### config.mk
export PLATFORM = sky130hd
export DESIGN_NAME = csl_clock_ctrl
export DESIGN_NICKNAME = d
export VERILOG_FILES = /design/src/csl_pkg.sv /design/src/csl_clock_ctrl.sv /design/src/csl_halt_cell.sv
export VERILOG_INCLUDE_DIRS = /design/src
export SDC_FILE = /design/constraint.sdc
export NUM_CORES = 1
export LEC_CHECK = 0
export ABC_AREA = 1
export BUFFER_PORTS_ARGS = -buffer_cell sky130_fd_sc_hd__buf_4
export CAP_MARGIN = 0
export CORE_MARGIN = 3
export CORE_UTILIZATION = 50
export DETAILED_ROUTE_END_ITERATION = 8
export PLACE_DENSITY = 0.79
export SKIP_CTS_REPAIR_TIMING = 1
export SLEW_MARGIN = 30
export SYNTH_ARGS = -nofsm -noshare
export SYNTH_HDL_FRONTEND = slang
export SYNTH_SLANG_ARGS = --single-unit
export TNS_END_PERCENT = 5
### constraint.sdc
create_clock -name clk -period 1.5 [get_ports clk]
set_input_delay 0.375 -clock clk [delete_from_list [all_inputs] [get_ports clk]]
set_output_delay 0.375 -clock clk [all_outputs]
set_load 0.05 [all_outputs]
### src/csl_consts.svh
// constants for the clock halt, lock-loss flag and phase control block
// assumes a byte-wide register port clocked by clk at 25 MHz
// ==========================================================================
`ifndef CSL_CONSTS_SVH
`define CSL_CONSTS_SVH

// ==========================================================================
// register byte addresses
`define CSL_ADDR_HALT_CTRL 8'hb8
`define CSL_ADDR_LOCK_STATUS 8'hb9
`define CSL_ADDR_LOCK_CLEAR 8'hba
`define CSL_ADDR_PHASE_LO 8'hbf
`define CSL_ADDR_PHASE_HI 8'hc0

// ==========================================================================
// reset values
`define CSL_RST_HALT_CTRL 8'h00
`define CSL_RST_LOCK_CLEAR 8'h00
`define CSL_RST_PHASE 16'h0000
`define CSL_RST_LOCK_FLAGS 4'hf

// ==========================================================================
// field layout
`define CSL_HALT_FIELD_W 2
`define CSL_HALT_ON_BIT 1
`define CSL_HALT_LEVEL_BIT 0
`define CSL_PERIOD_MSB 12
`define CSL_PERIOD_W 13
`define CSL_QUAD_LSB 13
`define CSL_QUAD_W 3
`define CSL_NUM_SYNTH 4
`define CSL_NUM_HP_OUT 4

// ==========================================================================
// quadrature codes and their signed 45-degree step counts
`define CSL_QC_0 3'h0
`define CSL_QC_M45 3'h1
`define CSL_QC_M90 3'h2
`define CSL_QC_P135 3'h3
`define CSL_QC_180 3'h4
`define CSL_QC_M135 3'h5
`define CSL_QC_P90 3'h6
`define CSL_QC_P45 3'h7
`define CSL_QS_0 4'h0
`define CSL_QS_M45 4'hf
`define CSL_QS_M90 4'he
`define CSL_QS_M135 4'hd
`define CSL_QS_180 4'h4
`define CSL_QS_P135 4'h3
`define CSL_QS_P90 4'h2
`define CSL_QS_P45 4'h1

`endif

### src/csl_pkg.sv
// types for the clock halt, lock-loss flag and phase control block
// assumes nothing beyond the constants header
package csl_pkg;

  // ==========================================================================
  // halt cell states
  typedef enum logic [1:0] {
    CSL_RUN,
    CSL_SEEK_EDGE,
    CSL_PARKED,
    CSL_SEEK_RESUME
  } csl_halt_state_t;

endpackage

### src/csl_clock_ctrl.sv
// halt control, sticky lock-loss flags and divider phase settings
// assumes a synchronous byte register port and level lock indications
`include "csl_consts.svh"

module csl_clock_ctrl
  import csl_pkg::*;
#(
  parameter int NUM_SYNTH = `CSL_NUM_SYNTH,
  parameter int NUM_HP_OUT = `CSL_NUM_HP_OUT
) (
  // clock and reset
  input wire logic clk,
  input wire logic reset_n,
  // register port
  input wire logic [7:0] reg_addr,
  input wire logic [7:0] reg_wdata,
  input wire logic reg_wr,
  output logic [7:0] reg_rd_data,
  // divider sources: s0 c, s0 d, s1 c, s1 d
  input wire logic [NUM_HP_OUT-1:0] div_src_clk,
  // synthesizer lock indications, high while locked
  input wire logic [NUM_SYNTH-1:0] synth_locked,
  // high-performance outputs
  output logic hp_output_zero,
  output logic hp_output_one,
  output logic hp_output_two,
  output logic hp_output_three,
  output logic [NUM_HP_OUT-1:0] hp_output_parked,
  // lock-loss flags
  output logic [NUM_SYNTH-1:0] s_lock_lost,
  // phase settings for synthesizer 0 divider c
  output logic [`CSL_PERIOD_W-1:0] s0_divc_period_shift,
  output logic [`CSL_PERIOD_W-1:0] s0_divc_delay_periods,
  output logic [`CSL_PERIOD_W-1:0] s0_divc_advance_periods,
  output logic [`CSL_QUAD_W-1:0] s0_divc_quadrature_sel,
  output logic [3:0] s0_divc_quad_steps,
  output logic s0_divc_phase_update
);

  // ==========================================================================
  // register write decode
  logic [7:0] halt_ctrl_ff;
  logic [7:0] lock_clear_ff;
  logic [15:0] phase_ff;
  logic [NUM_SYNTH-1:0] lock_flag_ff;
  logic [7:0] rd_data_ff;
  logic update_ff;
  wire wr_halt = reg_wr && (reg_addr == `CSL_ADDR_HALT_CTRL);
  wire wr_clear = reg_wr && (reg_addr == `CSL_ADDR_LOCK_CLEAR);
  wire wr_ph_lo = reg_wr && (reg_addr == `CSL_ADDR_PHASE_LO);
  wire wr_ph_hi = reg_wr && (reg_addr == `CSL_ADDR_PHASE_HI);

  // control registers
  always_ff @(posedge clk or negedge reset_n) begin
    if (!reset_n) begin
      halt_ctrl_ff <= `CSL_RST_HALT_CTRL;
      lock_clear_ff <= `CSL_RST_LOCK_CLEAR;
    end else begin
      if (wr_halt) halt_ctrl_ff <= reg_wdata;
      if (wr_clear) lock_clear_ff <= reg_wdata;
    end
  end

  // phase register, low byte first address
  always_ff @(posedge clk or negedge reset_n) begin
    if (!reset_n) begin
      phase_ff <= `CSL_RST_PHASE;
      update_ff <= 1'b0;
    end else begin
      if (wr_ph_lo) phase_ff[7:0] <= reg_wdata;
      if (wr_ph_hi) phase_ff[15:8] <= reg_wdata;
      update_ff <= wr_ph_lo || wr_ph_hi;
    end
  end

  // ==========================================================================
  // output halt cells, one per high-performance output
  logic [NUM_HP_OUT-1:0] hp_out;
  genvar gi;
  generate
    for (gi = 0; gi < NUM_HP_OUT; gi++) begin : g_halt
      csl_halt_cell u_cell (
        .clk(clk),
        .reset_n(reset_n),
        .halt_code(halt_ctrl_ff[gi*2 +: 2]),
        .src_clk(div_src_clk[gi]),
        .out_clk(hp_out[gi]),
        .parked(hp_output_parked[gi])
      );
    end
  endgenerate

  assign hp_output_zero = hp_out[0];
  assign hp_output_one = hp_out[1];
  assign hp_output_two = hp_out[2];
  assign hp_output_three = hp_out[3];

  // ==========================================================================
  // sticky lock-loss flags: a loss in a clear cycle still sets
  wire [NUM_SYNTH-1:0] lock_loss = ~synth_locked;
  wire [NUM_SYNTH-1:0] clear_hit = lock_clear_ff[NUM_SYNTH-1:0];
  wire [NUM_SYNTH-1:0] nxt_lock_flag =
    lock_loss | (lock_flag_ff & ~clear_hit);

  always_ff @(posedge clk or negedge reset_n) begin
    if (!reset_n) begin
      lock_flag_ff <= `CSL_RST_LOCK_FLAGS;
    end else begin
      lock_flag_ff <= nxt_lock_flag;
    end
  end

  assign s_lock_lost = lock_flag_ff;

  // ==========================================================================
  // phase field decode
  wire [`CSL_PERIOD_W-1:0] period_cnt = phase_ff[`CSL_PERIOD_MSB:0];
  wire period_neg = period_cnt[`CSL_PERIOD_MSB];
  wire [`CSL_PERIOD_W-1:0] period_mag = period_neg ?
    (`CSL_PERIOD_W'(~period_cnt + `CSL_PERIOD_W'(1))) : period_cnt;
  wire [`CSL_QUAD_W-1:0] quad_code =
    phase_ff[`CSL_QUAD_LSB +: `CSL_QUAD_W];
  logic [3:0] quad_steps;

  // quadrature code to signed 45-degree steps
  always_comb begin
    case (quad_code)
      `CSL_QC_0: quad_steps = `CSL_QS_0;
      `CSL_QC_M45: quad_steps = `CSL_QS_M45;
      `CSL_QC_M90: quad_steps = `CSL_QS_M90;
      `CSL_QC_P135: quad_steps = `CSL_QS_P135;
      `CSL_QC_180: quad_steps = `CSL_QS_180;
      `CSL_QC_M135: quad_steps = `CSL_QS_M135;
      `CSL_QC_P90: quad_steps = `CSL_QS_P90;
      `CSL_QC_P45: quad_steps = `CSL_QS_P45;
      default: quad_steps = `CSL_QS_0;
    endcase
  end

  // registered phase outputs
  logic [`CSL_PERIOD_W-1:0] delay_ff, advance_ff;
  logic [3:0] steps_ff;
  always_ff @(posedge clk or negedge reset_n) begin
    if (!reset_n) begin
      delay_ff <= '0;
      advance_ff <= '0;
      steps_ff <= `CSL_QS_0;
    end else begin
      delay_ff <= period_neg ? period_mag : '0;
      advance_ff <= period_neg ? '0 : period_mag;
      steps_ff <= quad_steps;
    end
  end

  assign s0_divc_period_shift = period_cnt;
  assign s0_divc_delay_periods = delay_ff;
  assign s0_divc_advance_periods = advance_ff;
  assign s0_divc_quadrature_sel = quad_code;
  assign s0_divc_quad_steps = steps_ff;
  assign s0_divc_phase_update = update_ff;

  // ==========================================================================
  // read-back mux, unmapped addresses and unused lock status bits read zero
  logic [7:0] rd_mux;
  always_comb begin
    case (reg_addr)
      `CSL_ADDR_HALT_CTRL: rd_mux = halt_ctrl_ff;
      `CSL_ADDR_LOCK_STATUS: rd_mux = 8'(lock_flag_ff);
      `CSL_ADDR_LOCK_CLEAR: rd_mux = lock_clear_ff;
      `CSL_ADDR_PHASE_LO: rd_mux = phase_ff[7:0];
      `CSL_ADDR_PHASE_HI: rd_mux = phase_ff[15:8];
      default: rd_mux = 8'h00;
    endcase
  end

  always_ff @(posedge clk or negedge reset_n) begin
    if (!reset_n) begin
      rd_data_ff <= 8'h00;
    end else begin
      rd_data_ff <= rd_mux;
    end
  end

  assign reg_rd_data = rd_data_ff;

endmodule // csl_clock_ctrl

### src/csl_halt_cell.sv
// one output halt cell: passes a divider clock or parks it at a level
// assumes the divider level is synchronous to clk
`include "csl_consts.svh"

module csl_halt_cell
  import csl_pkg::*;
(
  // clock and reset
  input wire logic clk,
  input wire logic reset_n,
  // control field and source
  input wire logic [1:0] halt_code,
  input wire logic src_clk,
  // gated output
  output logic out_clk,
  output logic parked
);

  // ==========================================================================
  // decode
  csl_halt_state_t state_ff, nxt_state;
  logic out_ff, nxt_out;
  wire halt_on = halt_code[`CSL_HALT_ON_BIT];
  wire park_level = halt_code[`CSL_HALT_LEVEL_BIT];
  wire at_level = (src_clk == park_level);

  // edge-aligned halt and glitch-free resume
  always_comb begin
    nxt_state = state_ff;
    nxt_out = src_clk;
    case (state_ff)
      CSL_RUN: begin
        if (halt_on) begin
          nxt_state = CSL_SEEK_EDGE;
        end
      end
      CSL_SEEK_EDGE: begin
        if (!halt_on) begin
          nxt_state = CSL_RUN;
        end else if (at_level) begin
          nxt_state = CSL_PARKED;
          nxt_out = park_level;
        end
      end
      CSL_PARKED: begin
        nxt_out = out_ff; // hold parked level
        if (!halt_on) begin
          nxt_state = CSL_SEEK_RESUME;
        end else if (park_level != out_ff) begin
          nxt_state = CSL_SEEK_EDGE; // level code changed while parked
          nxt_out = src_clk;
        end
      end
      CSL_SEEK_RESUME: begin
        nxt_out = out_ff;
        if (halt_on) begin
          nxt_state = CSL_PARKED;
        end else if (src_clk == out_ff) begin
          nxt_state = CSL_RUN; // rejoin without a runt pulse
          nxt_out = src_clk;
        end
      end
      default: begin
        nxt_state = CSL_RUN;
      end
    endcase
  end

  // state and output flops
  always_ff @(posedge clk or negedge reset_n) begin
    if (!reset_n) begin
      state_ff <= CSL_RUN;
      out_ff <= 1'b0;
    end else begin
      state_ff <= nxt_state;
      out_ff <= nxt_out;
    end
  end

  assign out_clk = out_ff;
  assign parked = (state_ff == CSL_PARKED);

endmodule // csl_halt_cell

# Yosys cells after proc, flatten, opt, wreduce, memory -nomap -nowiden
# Memories as Yosys holds them, arrays and structs flattened. A register that Yosys moved wholly into a read port is not among the register bits.
# Cells that the tools add are included.
[word_totals] regBits=83 latchBits=0 ram_bits=0 mem_bits_ro=32 input_bits=27 out_inout_bits=67 wordCells=167 memories=1
[classes] addsub=1 mul=0 div=0 magnitude_cmp=0 n_eq_ne=61 shift=0 muxes=64 n_bitwise=5 reduce_logical=18
[mem_list] name="(no name shown)" depth=8 width=4 rd=1 rd_ports_with_merged_regs=1 wr=0 line_no="csl_clock_ctrl.sv:127" source="case (quad_code)"
[op_table] operator="two-way mux 2 bit" count=28
[op_table] operator="== test 8 bit (second input constant)" count=5
[op_table] operator="one-hot mux 8 bit (5 select lines)" count=1
[op_table] operator="two-way mux 13 bit" count=3
[op_table] operator="inequality test 2 bit (second input constant)" count=16
[op_table] operator="one-hot mux 2 bit (4 select lines)" count=4
[op_table] operator="AND reduction 4 bit" count=8
[op_table] operator="two-way mux 1 bit" count=24
[op_table] operator="inequality test 3 x 2 -> 1 bit (second input constant)" count=8
[op_table] operator="== test 2 bit (second input constant)" count=8
[op_table] operator="adder 13 x 1 -> 13 bit (second input constant)" count=1
[op_table] operator="NOT 13 bit" count=1
[op_table] operator="inequality test 3 bit (second input constant)" count=4
[op_table] operator="one-hot mux 1 bit (3 select lines)" count=4
[op_table] operator="== test 1 bit" count=8
[op_table] operator="== test 2 x 1 -> 1 bit (second input constant)" count=4
[op_table] operator="logical NOT 2 bit" count=4
[op_table] operator="inequality test 2 x 1 -> 1 bit (second input constant)" count=4
[op_table] operator="NOT 4 bit" count=2
[op_table] operator="bitwise AND 4 bit" count=1
[op_table] operator="logical AND 1 bit" count=4
[op_table] operator="inequality test 1 bit" count=4
[op_table] operator="bitwise OR 4 bit" count=1
[op_table] operator="logical NOT 1 bit" count=1
[op_table] operator="logical OR 1 bit" count=1

# Depth between registers and ports, before layout
[depth] ltp_word=4 mapped_depth=8 depth_no_buf=8

# By module
# Synthesis repeated with hierarchy kept, for this count alone.
[unflattened] hier_cells=531 area_unflattened_um2=4344.2
[modules_own_cells] mod="csl_clock_ctrl" n_inst=1 cells_each=371 area_per_inst_um2=3378.2 seq_area_each_um2=1881.8
[modules_own_cells] mod="csl_halt_cell" n_inst=4 cells_each=40 area_per_inst_um2=241.5 seq_area_each_um2=75.1

# Least setup slack after synthesis
# OpenSTA, ideal clock, no wires.
[synth_timing] kind="register to register" start="register phase_ff[0]" end="register delay_ff[6], in the netlist s0_divc_delay_periods[6]" setup_ns=0.119 t_arrival_ns=1.501 required_time_ns=1.381 setup_slack_ns=-0.120 path_stages_with_launch=9 n_path_buf=0 synth_period_minus_slack_ns=1.620 cell_sequence="dfrtp_1 -> inv_1 -> ha_1 -> nand2_1 -> nor2_1 -> nand2_1 -> nand2_1 -> nand2_1 -> nor2_1"
[synth_via] elab_chain_cells=4
[synth_rtl] element="start, declared" line_no="csl_clock_ctrl.sv:44" source="logic [15:0] phase_ff;"
[synth_rtl] element="start signal, assigned" line_no="csl_clock_ctrl.sv:67" source="phase_ff <= `CSL_RST_PHASE;"
[synth_rtl] element="start signal, assigned" line_no="csl_clock_ctrl.sv:70" source="if (wr_ph_lo) phase_ff[7:0] <= reg_wdata;"
[synth_rtl] element="NOT 13 bit" line_no="csl_clock_ctrl.sv:120" source="(`CSL_PERIOD_W'(~period_cnt + `CSL_PERIOD_W'(1))) : period_cnt;"
[synth_rtl] element="adder 13 x 1 -> 13 bit" line_no="csl_clock_ctrl.sv:120"
[synth_rtl] element="two-way mux 13 bit" line_no="csl_clock_ctrl.sv:119" source="wire [`CSL_PERIOD_W-1:0] period_mag = period_neg ?"
[synth_rtl] element="two-way mux 13 bit" line_no="csl_clock_ctrl.sv:149" source="delay_ff <= period_neg ? period_mag : '0;"
[synth_rtl] element="end signal, assigned" line_no="csl_clock_ctrl.sv:149"
[synth_rtl] element="end, declared" line_no="csl_clock_ctrl.sv:141" source="logic [`CSL_PERIOD_W-1:0] delay_ff, advance_ff;"
# No other way between the ends.
# A chain may end at the register's enable or synchronous reset.

# Worst setup path after layout
[layout_timing] start="register g_halt[2].u_cell.state_ff[1]" end="output hp_output_parked[2]"
[layout_via] elab_chain_cells=1
[layout_rtl] element="start, declared" line_no="csl_halt_cell.sv:21" source="csl_halt_state_t state_ff, nxt_state;"
[layout_rtl] element="start signal, assigned" line_no="csl_halt_cell.sv:75" source="state_ff <= nxt_state;"
[layout_rtl] element="== test 2 bit" line_no="csl_halt_cell.sv:81" source="assign parked = (state_ff == CSL_PARKED);"
[layout_rtl] element="end, declared" line_no="csl_clock_ctrl.sv:28" source="output logic [NUM_HP_OUT-1:0] hp_output_parked,"
# No other way between the ends.

==> impl_metrics.toml <==
[timing]
fmax_ghz = 0.651
tns_ps = -65.8
rsz0062_at_grt = "true"
period_minus_slack_ps = 1540
worst_slack_ps = -35.5
period_share_pct = 102
finalHoldViolations = 0
fin_skew_ps = 6.78
drv_slew = 0
setup_viol = 3

[detailed_routing]
drt-initial-drc-count = 228
vias_per_cell = 5.28
postRouteAntennaNets = 0
first_pass_iters = 5
wl_per_cell_um = 14.2
vias = 4128
drt_wl_total_um = 11100
post-route-drc-count = 0

[synth]
syn-mean-instance-area_um2 = 8.05
synth_warnings = 0
synthTopCellsByArea = "dfrtp_1 (46%), nand2_1 (12%), inv_1 (6.2%), nand3_1 (6.0%), nor2_1 (4.9%)"
synth_top_area_share_pct = 46.3
ys_ff_latch = 87
yosys.area.top_type = "dfrtp_1"
synthCells = 557
synth_area_um2 = 4480
seq_area_frac_synth_pct = 48.7
netlist-cell-type-count = 29
synth_nets = 592

[setup_path]
cp_top_family = "flip-flops"
startpoint = "g_halt[2].u_cell.state_ff[1]"
endpoint = "hp_output_parked[2]"
crit_chain = "inv_1 -> nor2_2 -> buf_6"
worst_setup_path_start_kind = "flop"
crit_slowest_cell = "dfrtp_1"
r2r-start = "halt_ctrl_ff[0]"
cp-end-kind = "output port"
cp.arrival_ps = 1160
required_ps = 1120
cp_num_buf_inv = 2
timing.rr.end = "g_halt[0].u_cell.state_ff[1]"
slowest_delay_ps = 400
path_max_fanout = 4
reg2reg_slack_ps = 30
path_depth = 3
rr_worst_depth = 7
critPathKind = "reg -> out"

[flow_run]
maxCapViolations = 0

[clock_network]
numCtsBuffers = 9
clk_path_buf_depth = 2
clkLatencyLatePin_ps = 360
h-tree-depth = 3
cts_root_buf = "clkbuf_8"
clkTransAtPathRegs_ps = 90
cts_tree = "yes"
clkSinkCount = 87

[die]
chipHeight_um = 101
ios = 94
fp-row-count = 33
die_area_um2 = 10100
start_util_pct = 53.0
die_w_um = 101
fp.coreArea_um2 = 8460

[cells_and_area]
antenna_cells = 0
layout_commonest_cell = "nand2_1"
drive_gt1_share_pct = 28.5
finalNetCount = 707
syn2layout_area_growth_pct = 28.3
layout_common_cells = "nand2_1 (146), buf_4 (101), dfrtp_1 (72)"
n_fill_cell = 659

[power]
p_per_area_nw_per_um2 = 1310
p_leak_nw = 3.15
vdd_drop_max_v = 0.000892

[placed_design]
dp_slack_ps = 33.5
dpl.hpwl_um = 8110
port_buffers = 93
gp_congestion = 0.850

[global_route]
grt_max_degree = 48
grt_pass1_vias = 3907
grt.overflow.total = 0
antenna_found_initial = 0
grt_pass1_wl_um = 17800
grtUsageTotal_pct = 22.0

[worst_hold_path]
hp-class = "in -> reg"
hold-path-cell-count = 2

[outcome]
outcome = "finished with violations"
violations = "negative setup slack"
[cells in the mapped netlist]
master	count
o21ai_0	24
inv_1	74
dfstp_2	4
ha_1	8
o21a_1	2
buf_6	3
nand2_1	146
nor2_8	2
o21ai_2	18
clkbuf_2	3
or2_4	1
a21oi_1	10
buf_4	4
nor2_1	59
nand3_2	1
nand2_4	1
nor3_1	7
o21ai_1	14
buf_2	3
dfrtp_1	83
nor2_4	5
nand3_4	2
conb_1	1
or2_2	1
nand3_1	54
nand4_1	15
clkbuf_1	2
o21bai_1	6
nand2_2	4
[flip-flops by register name (all words and copies together) (netlist names)]
register / flops
g_halt.u_cell.state_ff: 8
phase_ff: 16
s0_divc_advance_periods: 13
s0_divc_quad_steps: 4
lock_clear_ff: 8
halt_ctrl_ff: 8
s0_divc_delay_periods: 13
s0_divc_phase_update: 1
s_lock_lost: 4
reg_rd_data: 8
g_halt.u_cell.out_clk: 4
[final cells by class]
cell class	count	area, µm²	area share (%)
Clock buffer	9	124	2.15
Clock inverter	7	86.3	1.50
Inverter	74	278	4.83
Multi-Input combinational cell	381	1950	33.9
Sequential cell	87	2200	38.2
Tap cell	105	131	2.28
Timing Repair Buffer	119	987	17.2
[metrics by stage]
step           hold slack (ps)  instance area (µm²)  power [W]  cells  utilization (%)
2_1_floorplan             79.4                 4490    0.00476    557                -
3_3_place_gp               376                 5340    0.00533    755             63.1
3_5_place_dp               377                 5340    0.00544    755             63.1
4_1_cts                  -20.5                 5550    0.00717    771             65.6
5_1_grt                    150                 5760    0.00800    782             68.0
6_report                   160                 5760    0.00752    782             68.0
[per-layer routing]
metal,vias to the layer above,share of wire (%),track usage [%]
li1,2023,-,-
met1,1916,41,27.2
met2,171,51,38.1
met3,18,6.9,5.40
met4,0,1.7,6.11
met5,-,0,0
[report_power, final]
group          switching (W)  total (W)  internal, W
sequential          0.000311    0.00293      0.00262
combinational        0.00186    0.00287      0.00101
clock               0.000905    0.00172     0.000810
[cell families (layout without fill, tap and decap cells)]
family / count (synthesis) / in the layout / synth area share [%]
buffers and inverters: 89 / 209 / 8.45
other: 1 / 1 / 0.0836
flip-flops: 87 / 87 / 48.7
AO/OA/AOI/OAI: 74 / 74 / 10.2
AND/OR/NAND/NOR: 298 / 298 / 30.4
adder cells (fa/ha/maj): 8 / 8 / 2.23
[worst min path at each step]
stage	startpoint	to	slack (ps)
after global placement	reset_n	g_halt[1].u_cell.out_clk	380
after global routing	synth_locked[0]	s_lock_lost[0]	150
after detailed placement	reset_n	phase_ff[5]	380
after floorplan	reset_n	g_halt[0].u_cell.out_clk	80
after CTS	reset_n	phase_ff[7]	-20
final	synth_locked[3]	s_lock_lost[3]	160
(Power assumes the default switching activity.)
